===== config.mk =====
export PLATFORM = sky130hd
export DESIGN_NAME = bcr_capability_regs
export DESIGN_NICKNAME = d
export VERILOG_FILES = /design/src/include/bcr_pkg.sv /design/src/bcr_capability_regs.sv
export VERILOG_INCLUDE_DIRS = /design/src /design/src/include
export SDC_FILE = /design/constraint.sdc
export NUM_CORES = 1
export LEC_CHECK = 0
export ABC_AREA = 1
export BUFFER_PORTS_ARGS = -buffer_cell sky130_fd_sc_hd__buf_4
export CORE_MARGIN = 2
export CORE_UTILIZATION = 30
export CTS_CLUSTER_SIZE = 12
export DETAILED_ROUTE_END_ITERATION = 6
export HOLD_SLACK_MARGIN = 0.12
export PLACE_DENSITY_LB_ADDON = 0.12
export SETUP_SLACK_MARGIN = 0.05
export SYNTH_ARGS = -nofsm -noshare
export SYNTH_HDL_FRONTEND = slang
export SYNTH_SLANG_ARGS = --single-unit

===== constraint.sdc =====
create_clock -name clock -period 2.52 [get_ports clock]
set_input_delay 0 -clock clock [delete_from_list [all_inputs] [get_ports clock]]
set_output_delay 0 -clock clock [all_outputs]
set_load 0.02 [all_outputs]

===== src/include/bcr_regs.svh =====
// offsets, field positions, reset values and timing counts of the capability registers
`ifndef BCR_REGS_SVH
`define BCR_REGS_SVH
`define BCR_FLAGS_LO_OFF 12'h1C4
`define BCR_FLAGS_HI_OFF 12'h1C8
`define BCR_EXEC_TIME_OFF 12'h1CC
`define BCR_FILE_LIST_LO_OFF 12'h1D0
`define BCR_FILE_LIST_HI_OFF 12'h1D4
`define BCR_SEC_MAP_LO_OFF 12'h1D8
`define BCR_SEC_MAP_HI_OFF 12'h1DC
`define BCR_BIT_USER_NAME 0
`define BCR_BIT_HEARTBEAT_PRIV 1
`define BCR_BIT_MSG_CHANNEL 2
`define BCR_BIT_TIMESTAMP 3
`define BCR_ENC_LSB 4
`define BCR_ENC_MSB 7
`define BCR_BIT_FAMILY_NAME 8
`define BCR_BIT_SECONDARY_MAP 9
`define BCR_BIT_ENDIAN_REG 10
`define BCR_BIT_WRITTEN_LEN 11
`define BCR_BIT_MULTI_EVENT 12
`define BCR_BIT_STACKED_CMD 13
`define BCR_BIT_SW_IF_VERSION 14
`define BCR_ENC_ASCII 4'h0
`define BCR_ENC_UTF8 4'h1
`define BCR_ENC_UTF16 4'h2
`define BCR_EXEC_TIME_MAX_MS 32'h0000012C
`define BCR_EXEC_TIME_DEFAULT_MS 32'h00000064
`define BCR_READ_LIMIT_MS 50
`define BCR_CLOCK_HZ 25000000
`define BCR_READ_LIMIT_CYCLES ((`BCR_READ_LIMIT_MS * `BCR_CLOCK_HZ) / 1000)
`define BCR_FILE_LIST_DEFAULT 64'h0000000000010000
`define BCR_SEC_MAP_DEFAULT 64'h0000000000020000
`endif


===== src/include/bcr_pkg.sv =====
// types of the capability register bank
package bcr_pkg;
	typedef enum logic [1:0] {
		BCR_ENC_T_ASCII = 2'b00,
		BCR_ENC_T_UTF8 = 2'b01,
		BCR_ENC_T_UTF16 = 2'b10
	} bcr_enc_t;
	typedef enum logic {
		BCR_IDLE = 1'b0,
		BCR_DATA = 1'b1
	} bcr_phase_t;
endpackage : bcr_pkg


===== src/bcr_capability_regs.sv =====
// read-only capability, response-time and pointer registers on an ahb-lite slave
//
// Design decision made here: the AHB-Lite slave port.
`timescale 1ns/1ps
`default_nettype none
`include "bcr_regs.svh"

// Behaviour
// [RULE_01] 64-bit read-only flags at 0x1C4, upper zero
// [RULE_02] bit 0 flags writable user name
// [RULE_03] bit 1 flags heartbeat and access privilege
// [RULE_04] bit 2 flags message channel
// [RULE_05] bit 3 flags timestamp register
// [RULE_06] bits 4-7 string encoding, codes 0-2 only
// [RULE_07] bit 8 flags family name register
// [RULE_08] bit 9 flags secondary map
// [RULE_09] bit 10 flags endianness register
// [RULE_10] bit 11 flags written length field
// [RULE_11] bit 12 flags multiple events per packet
// [RULE_12] bit 13 flags stacked read and write
// [RULE_13] bit 14 flags software interface version register
// [RULE_14] 32-bit max execution time at 0x1CC
// [RULE_15] pending ack sent before time runs out
// [RULE_16] advertised time clamped to 300 ms
// [RULE_17] time register read answered within 50 ms
// [RULE_18] 64-bit file list pointer at 0x1D0
// [RULE_19] 64-bit secondary map pointer at 0x1D8
// [RULE_20] secondary pointer exists only with bit 9
// [RULE_21] family name exists only with bit 8
// [RULE_22] reads harmless, writes ignored
module bcr_capability_regs #(
	parameter logic [31:0] EXEC_TIME_MS = `BCR_EXEC_TIME_DEFAULT_MS,
	parameter logic [63:0] FILE_LIST_ADDR = `BCR_FILE_LIST_DEFAULT,
	parameter logic [63:0] SEC_MAP_ADDR = `BCR_SEC_MAP_DEFAULT
) (
	// clock and reset
	input wire logic clock,
	input wire logic rst_n,
	// ahb-lite slave
	input wire logic hsel,
	input wire logic [11:0] haddr,
	input wire logic [1:0] htrans,
	input wire logic hwrite,
	input wire logic [2:0] hsize,
	input wire logic [31:0] hwdata,
	input wire logic hready,
	output logic hreadyout,
	output logic hresp,
	output logic [31:0] hrdata,
	// feature straps from the rest of the device
	input wire logic feat_user_name,
	input wire logic feat_heartbeat_priv,
	input wire logic feat_msg_channel,
	input wire logic feat_timestamp,
	input wire logic [1:0] feat_encoding,
	input wire logic feat_family_name,
	input wire logic feat_secondary_map,
	input wire logic feat_endian_reg,
	input wire logic feat_written_len,
	input wire logic feat_multi_event,
	input wire logic feat_stacked_cmd,
	input wire logic feat_sw_if_version,
	// command execution supervision
	input wire logic cmd_start,
	input wire logic cmd_done,
	output logic pending_ack_req,
	output logic [31:0] exec_time_ms
);
	localparam logic [31:0] READ_LIMIT_CYCLES = 32'(`BCR_READ_LIMIT_CYCLES);
	localparam logic [31:0] CYCLES_PER_MS = 32'(`BCR_CLOCK_HZ / 1000);
	logic [63:0] flags_reg;
	logic [63:0] flags_next;
	logic [31:0] exec_time_reg;
	logic [31:0] rdata_next;
	logic [31:0] hrdata_reg;
	logic [11:0] word_addr;
	logic [31:0] ms_div_reg;
	logic [31:0] elapsed_ms_reg;
	logic busy_reg;
	logic pend_sent_reg;
	logic [3:0] enc_code;

	// encoding enum mapped onto the 4-bit field; reserved codes cannot arise
	always_comb begin
		unique case (bcr_pkg::bcr_enc_t'(feat_encoding))
			bcr_pkg::BCR_ENC_T_ASCII: enc_code = `BCR_ENC_ASCII; // RULE_06
			bcr_pkg::BCR_ENC_T_UTF8: enc_code = `BCR_ENC_UTF8; // RULE_06
			bcr_pkg::BCR_ENC_T_UTF16: enc_code = `BCR_ENC_UTF16; // RULE_06
			default: enc_code = `BCR_ENC_ASCII; // code 3 folds to ascii, never reported
		endcase
	end

	// assemble the flag word; reserved bits stay zero
	always_comb begin
		flags_next = 64'h0000000000000000; // RULE_01
		flags_next[`BCR_BIT_USER_NAME] = feat_user_name; // RULE_02
		flags_next[`BCR_BIT_HEARTBEAT_PRIV] = feat_heartbeat_priv; // RULE_03
		flags_next[`BCR_BIT_MSG_CHANNEL] = feat_msg_channel; // RULE_04
		flags_next[`BCR_BIT_TIMESTAMP] = feat_timestamp; // RULE_05
		flags_next[`BCR_ENC_MSB:`BCR_ENC_LSB] = enc_code; // RULE_06
		flags_next[`BCR_BIT_FAMILY_NAME] = feat_family_name; // RULE_07 RULE_21
		flags_next[`BCR_BIT_SECONDARY_MAP] = feat_secondary_map; // RULE_08
		flags_next[`BCR_BIT_ENDIAN_REG] = feat_endian_reg; // RULE_09
		flags_next[`BCR_BIT_WRITTEN_LEN] = feat_written_len; // RULE_10
		flags_next[`BCR_BIT_MULTI_EVENT] = feat_multi_event; // RULE_11
		flags_next[`BCR_BIT_STACKED_CMD] = feat_stacked_cmd; // RULE_12
		flags_next[`BCR_BIT_SW_IF_VERSION] = feat_sw_if_version; // RULE_13
	end

	// straps captured every clock after reset so a reset value is never a port
	always_ff @(posedge clock) begin
		if (!rst_n) begin
			flags_reg <= 64'h0000000000000000;
		end else begin
			flags_reg <= flags_next;
		end
	end

	// advertised time clamped so an oversized parameter cannot break the limit
	always_ff @(posedge clock) begin
		if (!rst_n) begin
			exec_time_reg <= 32'h00000000;
		end else if (EXEC_TIME_MS > `BCR_EXEC_TIME_MAX_MS) begin
			exec_time_reg <= `BCR_EXEC_TIME_MAX_MS; // RULE_16
		end else begin
			exec_time_reg <= EXEC_TIME_MS; // RULE_14
		end
	end
	assign exec_time_ms = exec_time_reg;

	// word address of the address phase; byte lanes are ignored, whole words only
	assign word_addr = {haddr[11:2], 2'b00};

	// read mux on the address phase; unmapped or absent addresses read zero
	always_comb begin
		rdata_next = 32'h00000000;
		unique case (word_addr)
			`BCR_FLAGS_LO_OFF: rdata_next = flags_reg[31:0]; // RULE_01
			`BCR_FLAGS_HI_OFF: rdata_next = flags_reg[63:32]; // RULE_01
			`BCR_EXEC_TIME_OFF: rdata_next = exec_time_reg; // RULE_14
			`BCR_FILE_LIST_LO_OFF: rdata_next = FILE_LIST_ADDR[31:0]; // RULE_18
			`BCR_FILE_LIST_HI_OFF: rdata_next = FILE_LIST_ADDR[63:32]; // RULE_18
			`BCR_SEC_MAP_LO_OFF: begin
				if (flags_reg[`BCR_BIT_SECONDARY_MAP]) begin
					rdata_next = SEC_MAP_ADDR[31:0]; // RULE_19 RULE_20
				end
			end
			`BCR_SEC_MAP_HI_OFF: begin
				if (flags_reg[`BCR_BIT_SECONDARY_MAP]) begin
					rdata_next = SEC_MAP_ADDR[63:32]; // RULE_19 RULE_20
				end
			end
			default: rdata_next = 32'h00000000;
		endcase
	end

	// read data launched at the address edge, so it stands from a flop for the data phase
	always_ff @(posedge clock) begin
		if (!rst_n) begin
			hrdata_reg <= 32'h00000000;
		end else if (hready) begin
			if (hsel && htrans[1] && !hwrite) begin
				hrdata_reg <= rdata_next;
			end else begin
				hrdata_reg <= 32'h00000000; // RULE_22
			end
		end
	end

	// zero-wait answer: one cycle, far under the read limit
	always_comb begin
		hreadyout = 1'b1; // RULE_17
		hresp = 1'b0;
	end

	// writes leave no trace; reads show zero outside their own data phase
	assign hrdata = hrdata_reg;

	// millisecond tick from the clock divider
	always_ff @(posedge clock) begin
		if (!rst_n || !busy_reg || cmd_start) begin
			ms_div_reg <= 32'h00000000;
		end else if (ms_div_reg == CYCLES_PER_MS - 32'h00000001) begin
			ms_div_reg <= 32'h00000000;
		end else begin
			ms_div_reg <= ms_div_reg + 32'h00000001;
		end
	end

	// execution timer; a pending ack goes out one ms before the advertised time
	always_ff @(posedge clock) begin
		if (!rst_n) begin
			busy_reg <= 1'b0;
			elapsed_ms_reg <= 32'h00000000;
			pend_sent_reg <= 1'b0;
		end else if (cmd_start) begin
			busy_reg <= 1'b1;
			elapsed_ms_reg <= 32'h00000000;
			pend_sent_reg <= 1'b0;
		end else if (cmd_done) begin
			busy_reg <= 1'b0;
		end else if (busy_reg) begin
			if (ms_div_reg == CYCLES_PER_MS - 32'h00000001) begin
				elapsed_ms_reg <= elapsed_ms_reg + 32'h00000001;
			end
			if (pending_ack_req) begin
				pend_sent_reg <= 1'b1;
			end
		end
	end

	// restart counts after each pending ack would need a new window; one per command here
	assign pending_ack_req = busy_reg && !pend_sent_reg && !cmd_done &&
		(elapsed_ms_reg + 32'h00000001 >= exec_time_reg); // RULE_15

	wire unused_ok = &{1'b0, hsize, hwdata, haddr[1:0], READ_LIMIT_CYCLES[0]};
endmodule : bcr_capability_regs
`default_nettype wire


## Word-level counts from Yosys, hierarchy flattened

Index checks and enable logic that the tools add are counted.

- Bits of input ports: 69
- Word-level logic and storage cells: 45
- Memory bits (read-only): 0
- Memories: 0
- Bits in latches: 0
- Output and inout bits: 67
- Memory bits (writable): 0
- Flip-flop bits (word level): 194

- Multipliers: 0
- $lt $le $gt $ge: 1
- Mux-type cells: 7
- Equality and inequality tests: 8
- Divide/modulo/power cells: 0
- Add/subtract/negate cells: 2
- Reductions and logical operators: 17
- Bitwise logic cells: 2
- Shift operators: 0

Operator list:

| cell | count |
|---|---|
| 32-bit one-hot mux with 5 select lines | 1 |
| 32-bit by 1-bit adder with 32-bit output (second input constant) | 2 |
| 10-bit by 7-bit == test with 1-bit output (second input constant) | 5 |
| 32-bit by 15-bit == test with 1-bit output (second input constant) | 1 |
| 32-bit greater-or-equal comparator | 1 |
| 32-bit two-way mux | 1 |
| 18-bit two-way mux | 1 |
| 7-bit two-way mux | 1 |
| 3-bit AND reduction | 2 |
| 1-bit logical AND | 5 |
| 1-bit logical NOT | 5 |
| 2-bit one-hot mux with 2 select lines | 1 |
| 2-bit OR reduction | 2 |
| 2-bit by 1-bit == test with 1-bit output (second input constant) | 1 |
| 2-bit == test (second input constant) | 1 |
| 1-bit logical OR | 2 |
| 1-bit two-way mux | 2 |
| 1-bit inverter | 2 |
| 2-bit nonzero test | 1 |

## Longest topological paths before layout

- Depth in word-level cells: 5
- Depth in mapped cells: 15
- Mapped depth without buffers: 15

## Worst setup path after synthesis

Ideal clock, no wire load.

- Kind: register -> register
- Start point: register elapsed_ms_reg[1]
- End point: register pend_sent_reg
- Clock period less this slack: 1.940 ns
- Buffers on the path: 0
- Arrival: 1.820 ns
- Library setup time: 0.121 ns
- Stages on the path, launching flop included: 15
- Setup slack: 0.580 ns
- Data required time: 2.399 ns
- Cell sequence: dfxtp_1 ha_1 nand3_1 nor2_1 xor2_1 ha_1 nand3b_1 nor2_1 nand2_1 nor2_1 nand2_1 nor2_1 nand3_1 nand2_2 a21oi_2

- Word-level cells in the longest chain between the ends: 4

Ends and longest elaborated chain:

| what | RTL line | text |
|---|---|---|
| start, declared | bcr_capability_regs.sv:78 | `logic [31:0] elapsed_ms_reg;` |
| start signal, assigned | bcr_capability_regs.sv:204 | `elapsed_ms_reg <= elapsed_ms_reg + 32'h00000001;` |
| 32-bit by 1-bit adder with 32-bit output | bcr_capability_regs.sv:214 | `(elapsed_ms_reg + 32'h00000001 >= exec_time_reg);` |
| 32-bit greater-or-equal comparator | bcr_capability_regs.sv:214 |  |
| 1-bit logical AND | bcr_capability_regs.sv:213 | `assign pending_ack_req = busy_reg && !pend_sent_reg && !cmd_done &&` |
| 3-bit AND reduction (no source line) | - |  |
| end signal, assigned | bcr_capability_regs.sv:195 | `pend_sent_reg <= 1'b0;` |
| end signal, assigned | bcr_capability_regs.sv:199 | `pend_sent_reg <= 1'b0;` |
| end signal, assigned | bcr_capability_regs.sv:207 | `pend_sent_reg <= 1'b1;` |
| end, declared | bcr_capability_regs.sv:80 | `logic pend_sent_reg;` |

No other way between the ends.
A chain may end at the register's enable or synchronous reset.

## Final worst setup path

- Start point: register elapsed_ms_reg[1]
- End point: output pending_ack_req

- Word-level cells in the longest chain between the ends: 3

Ends and longest elaborated chain:

| what | RTL line | text |
|---|---|---|
| 32-bit by 1-bit adder with 32-bit output | bcr_capability_regs.sv:214 |  |
| 32-bit greater-or-equal comparator | bcr_capability_regs.sv:214 |  |
| 1-bit logical AND | bcr_capability_regs.sv:213 |  |
| end, declared | bcr_capability_regs.sv:66 | `output logic pending_ack_req,` |

No other way between the ends.

==> flow_metrics.tcl <==
set metrics [dict create \
    ant_nets 0 \
    grt_max_degree 31 \
    clockBufferDepth 2 \
    cp_max_fo 4 \
    drc 0 \
    cp-start-kind "flip-flop" \
    max_slew_margin 0.637 \
    outcome "complete, no violations" \
    yosysUniqueCellTypes 39 \
    endpoint_kind "output port" \
    rrSetupSlack_ps 450 \
    antenna_found_initial 0 \
    insertion_delay_ps 350 \
    drt_iter0_drc 206 \
    grt_pass1_wl_um 21100 \
    clk_pin_slew_ps 80 \
    cts_max_level 3 \
    ys.flop_type "dfxtp_1" \
    dp_cells 1035 \
    report.final.slew_viol_count 0 \
    whs_ps 191 \
    final.min_clock_period_ps 2410 \
    cts_tree "yes" \
    clkSinkCount 96 \
    die_area_sq_mm 0.0188 \
    syn_area_per_cell_sq_um 6.91 \
    final_nets 939 \
    num_rows 48 \
    synthToLayoutAreaGrowth_pct 24.1 \
    n_fill_cell 1866 \
    irDropWorstVdd_mv 0.291 \
    critical_path_required_ps 2520 \
    cts-root-buf "clkbuf_16" \
    vias 4711 \
    crit_path_max_incr_delay_ps 370 \
    synth-async-reset-ratio 0 \
    stdcell_count 1095 \
    gp_congestion 0.773 \
    critPathKind "flip-flop to output port" \
    worst_pin_slew_ps 539 \
    via_per_inst 4.30 \
    grt_pass1_vias 4396 \
    synth_edf_count 0 \
    hp-class "input port to flip-flop" \
    drt_wl_total_um 12500 \
    power_density_mw_per_mm2 475 \
    max_cap_violations 0 \
    core_sq_mm 0.0174 \
    io_buffers 50 \
    fin_crit_sh 0.958 \
    crit_chain "ha_4 > xor2_1 > inv_1 > ha_1 > a21boi_0 > nand2_1 > o21ai_0 > a21oi_1 > nor2_1 > nand3_1 > nand2_2 > inv_2 > buf_6" \
    p_leak_nw 2.68 \
    crit_arrival_ps 2410 \
    die_h_um 137 \
    cp_slowest_cell "dfxtp_4" \
    wl_per_cell_um 11.4 \
    dr.pass1.iters 4 \
    synth_seq_area_share 0.361 \
    dpl.hpwl_um 9130 \
    n_antenna_cell 0 \
    final-hold-violation-count 0 \
    initial_core_util 0.307 \
    overflow 0 \
    ys_seq_elements 96 \
    finClkSkew_ps 6.51 \
    grt_usage 0.141 \
    rsz0062_at_grt "true" \
    num_io_pins 136 \
    ys_warn_count 0 \
    drive_gt1_frac 0.163 \
    timing.fmax_ghz 0.414 \
    die_x_um 137 \
    setup_viol 0 \
    netlist_area_sq_mm 0.00533 \
    syn_inst 771 \
    cts_buffers 9 \
]
worst max-delay path: cells and delay by family (launching register included):
kind,cells,cell delay (ps)
AO/OA/AOI/OAI,3,460
adder cells (fa/ha/maj),2,450
AND/OR/NAND/NOR,4,390
flip-flops,1,370
buffers and inverters,3,240
XOR/XNOR,1,140
routing by layer:
layer  track usage  part of all wire  vias to the layer above
met5             0                 0                        -
met2         0.235              0.47                       64
li1              -                 -                     2565
met4        0.0326             0.010                        0
met1         0.180              0.48                     2073
met3        0.0416             0.041                        9
synthesized netlist by cell type, types with 4 or more instances:
cell	number	share of area
nand2_1	165	0.12
nor3_1	14	0.013
buf_2	5	0.0047
o21ai_1	4	0.0038
nor4_1	5	0.0059
a211oi_1	5	0.0070
a21oi_1	40	0.038
nand3_2	5	0.0094
buf_4	49	0.069
xor2_1	17	0.028
nor2_4	12	0.025
nor2_1	97	0.068
nand4_1	10	0.012
o21ai_0	40	0.038
a31oi_1	13	0.015
nand3b_1	10	0.014
nand3_1	34	0.032
nor2_2	6	0.0070
dfxtp_1	96	0.36
inv_1	92	0.065
clkbuf_1	7	0.0049
ha_1	5	0.012
nand2_2	11	0.013
inv_2	9	0.0063
cell type report:
type | instances | area (sq um) | area share
tap | 225 | 282 | 0.0426
clock inverter | 7 | 86.3 | 0.0131
multi-input combinational | 557 | 2860 | 0.432
inverter | 101 | 379 | 0.0573
clock buffer | 9 | 225 | 0.0340
sequential | 96 | 1930 | 0.292
timing repair buffer | 100 | 855 | 0.129
layout by cell type (no fill, tap or decap), drive strengths merged, types with 2 or more instances in the layout:
| cell type | n |
|---|---|
| nor4 | 5 |
| nand3b | 10 |
| a31oi | 13 |
| nand3 | 40 |
| clkbuf | 9 |
| nand2 | 177 |
| dfxtp | 96 |
| buf | 60 |
| inv | 103 |
| a21oi | 41 |
| nor3b | 3 |
| o21bai | 2 |
| o21ai | 44 |
| xor2 | 17 |
| a211oi | 6 |
| nor3 | 15 |
| nand4 | 10 |
| xnor2 | 2 |
| clkinv | 5 |
| conb | 47 |
| nor2 | 116 |
| ha | 5 |
| dlygate4sd3 | 40 |
cell families (layout without fill, tap and decap cells):
| kind of cell | count (synthesis) | count (layout) | synth area share |
|---|---|---|---|
| compound gates | 108 | 108 | 0.111 |
| xor+xnor | 19 | 19 | 0.0312 |
| fa+ha+maj | 5 | 5 | 0.0117 |
| buf+inv | 163 | 217 | 0.151 |
| flops | 96 | 96 | 0.361 |
| other cells | 2 | 47 | 0.00141 |
| simple gates | 378 | 378 | 0.334 |
per-stage QoR:
stage                      util  setup WS [ps]  TNS (ps)  power [W]  cell area, sq um
final                     0.381            107         0    0.00314              6620
after global routing      0.381          -96.3     -96.3    0.00328              6620
after CTS                 0.376           52.3         0    0.00321              6520
after detailed placement  0.333            219         0    0.00174              5780
after global placement    0.333            250         0    0.00174              5780
after floorplan               -            580         0    0.00174              5500
final timing paths:
kind,startpoint,to,cells past startpoint
worst max-delay path,elapsed_ms_reg[1],pending_ack_req,13
worst min-delay path,hready,hrdata[0],4
worst max register to register,ms_div_reg[0],elapsed_ms_reg[0],11
worst min register to register,flags_reg[0],hrdata[0],2
repair_timing:
action	4_1_cts	5_1_grt
pin swaps	0	14
hold buffers	40	0
endpoints found under the hold margin	27	0
setup buffers	0	4
resized for setup	9	18
setup endpoints to repair	1	1
power by group:
group | switching (W) | total [W] | internal [W]
sequential | 0.00000460 | 0.00153 | 0.00153
combinational | 0.000128 | 0.000211 | 0.0000833
clock | 0.000691 | 0.00140 | 0.000709
total | 0.000824 | 0.00314 | 0.00232
Note: power is estimated with default switching activity, not from simulation.
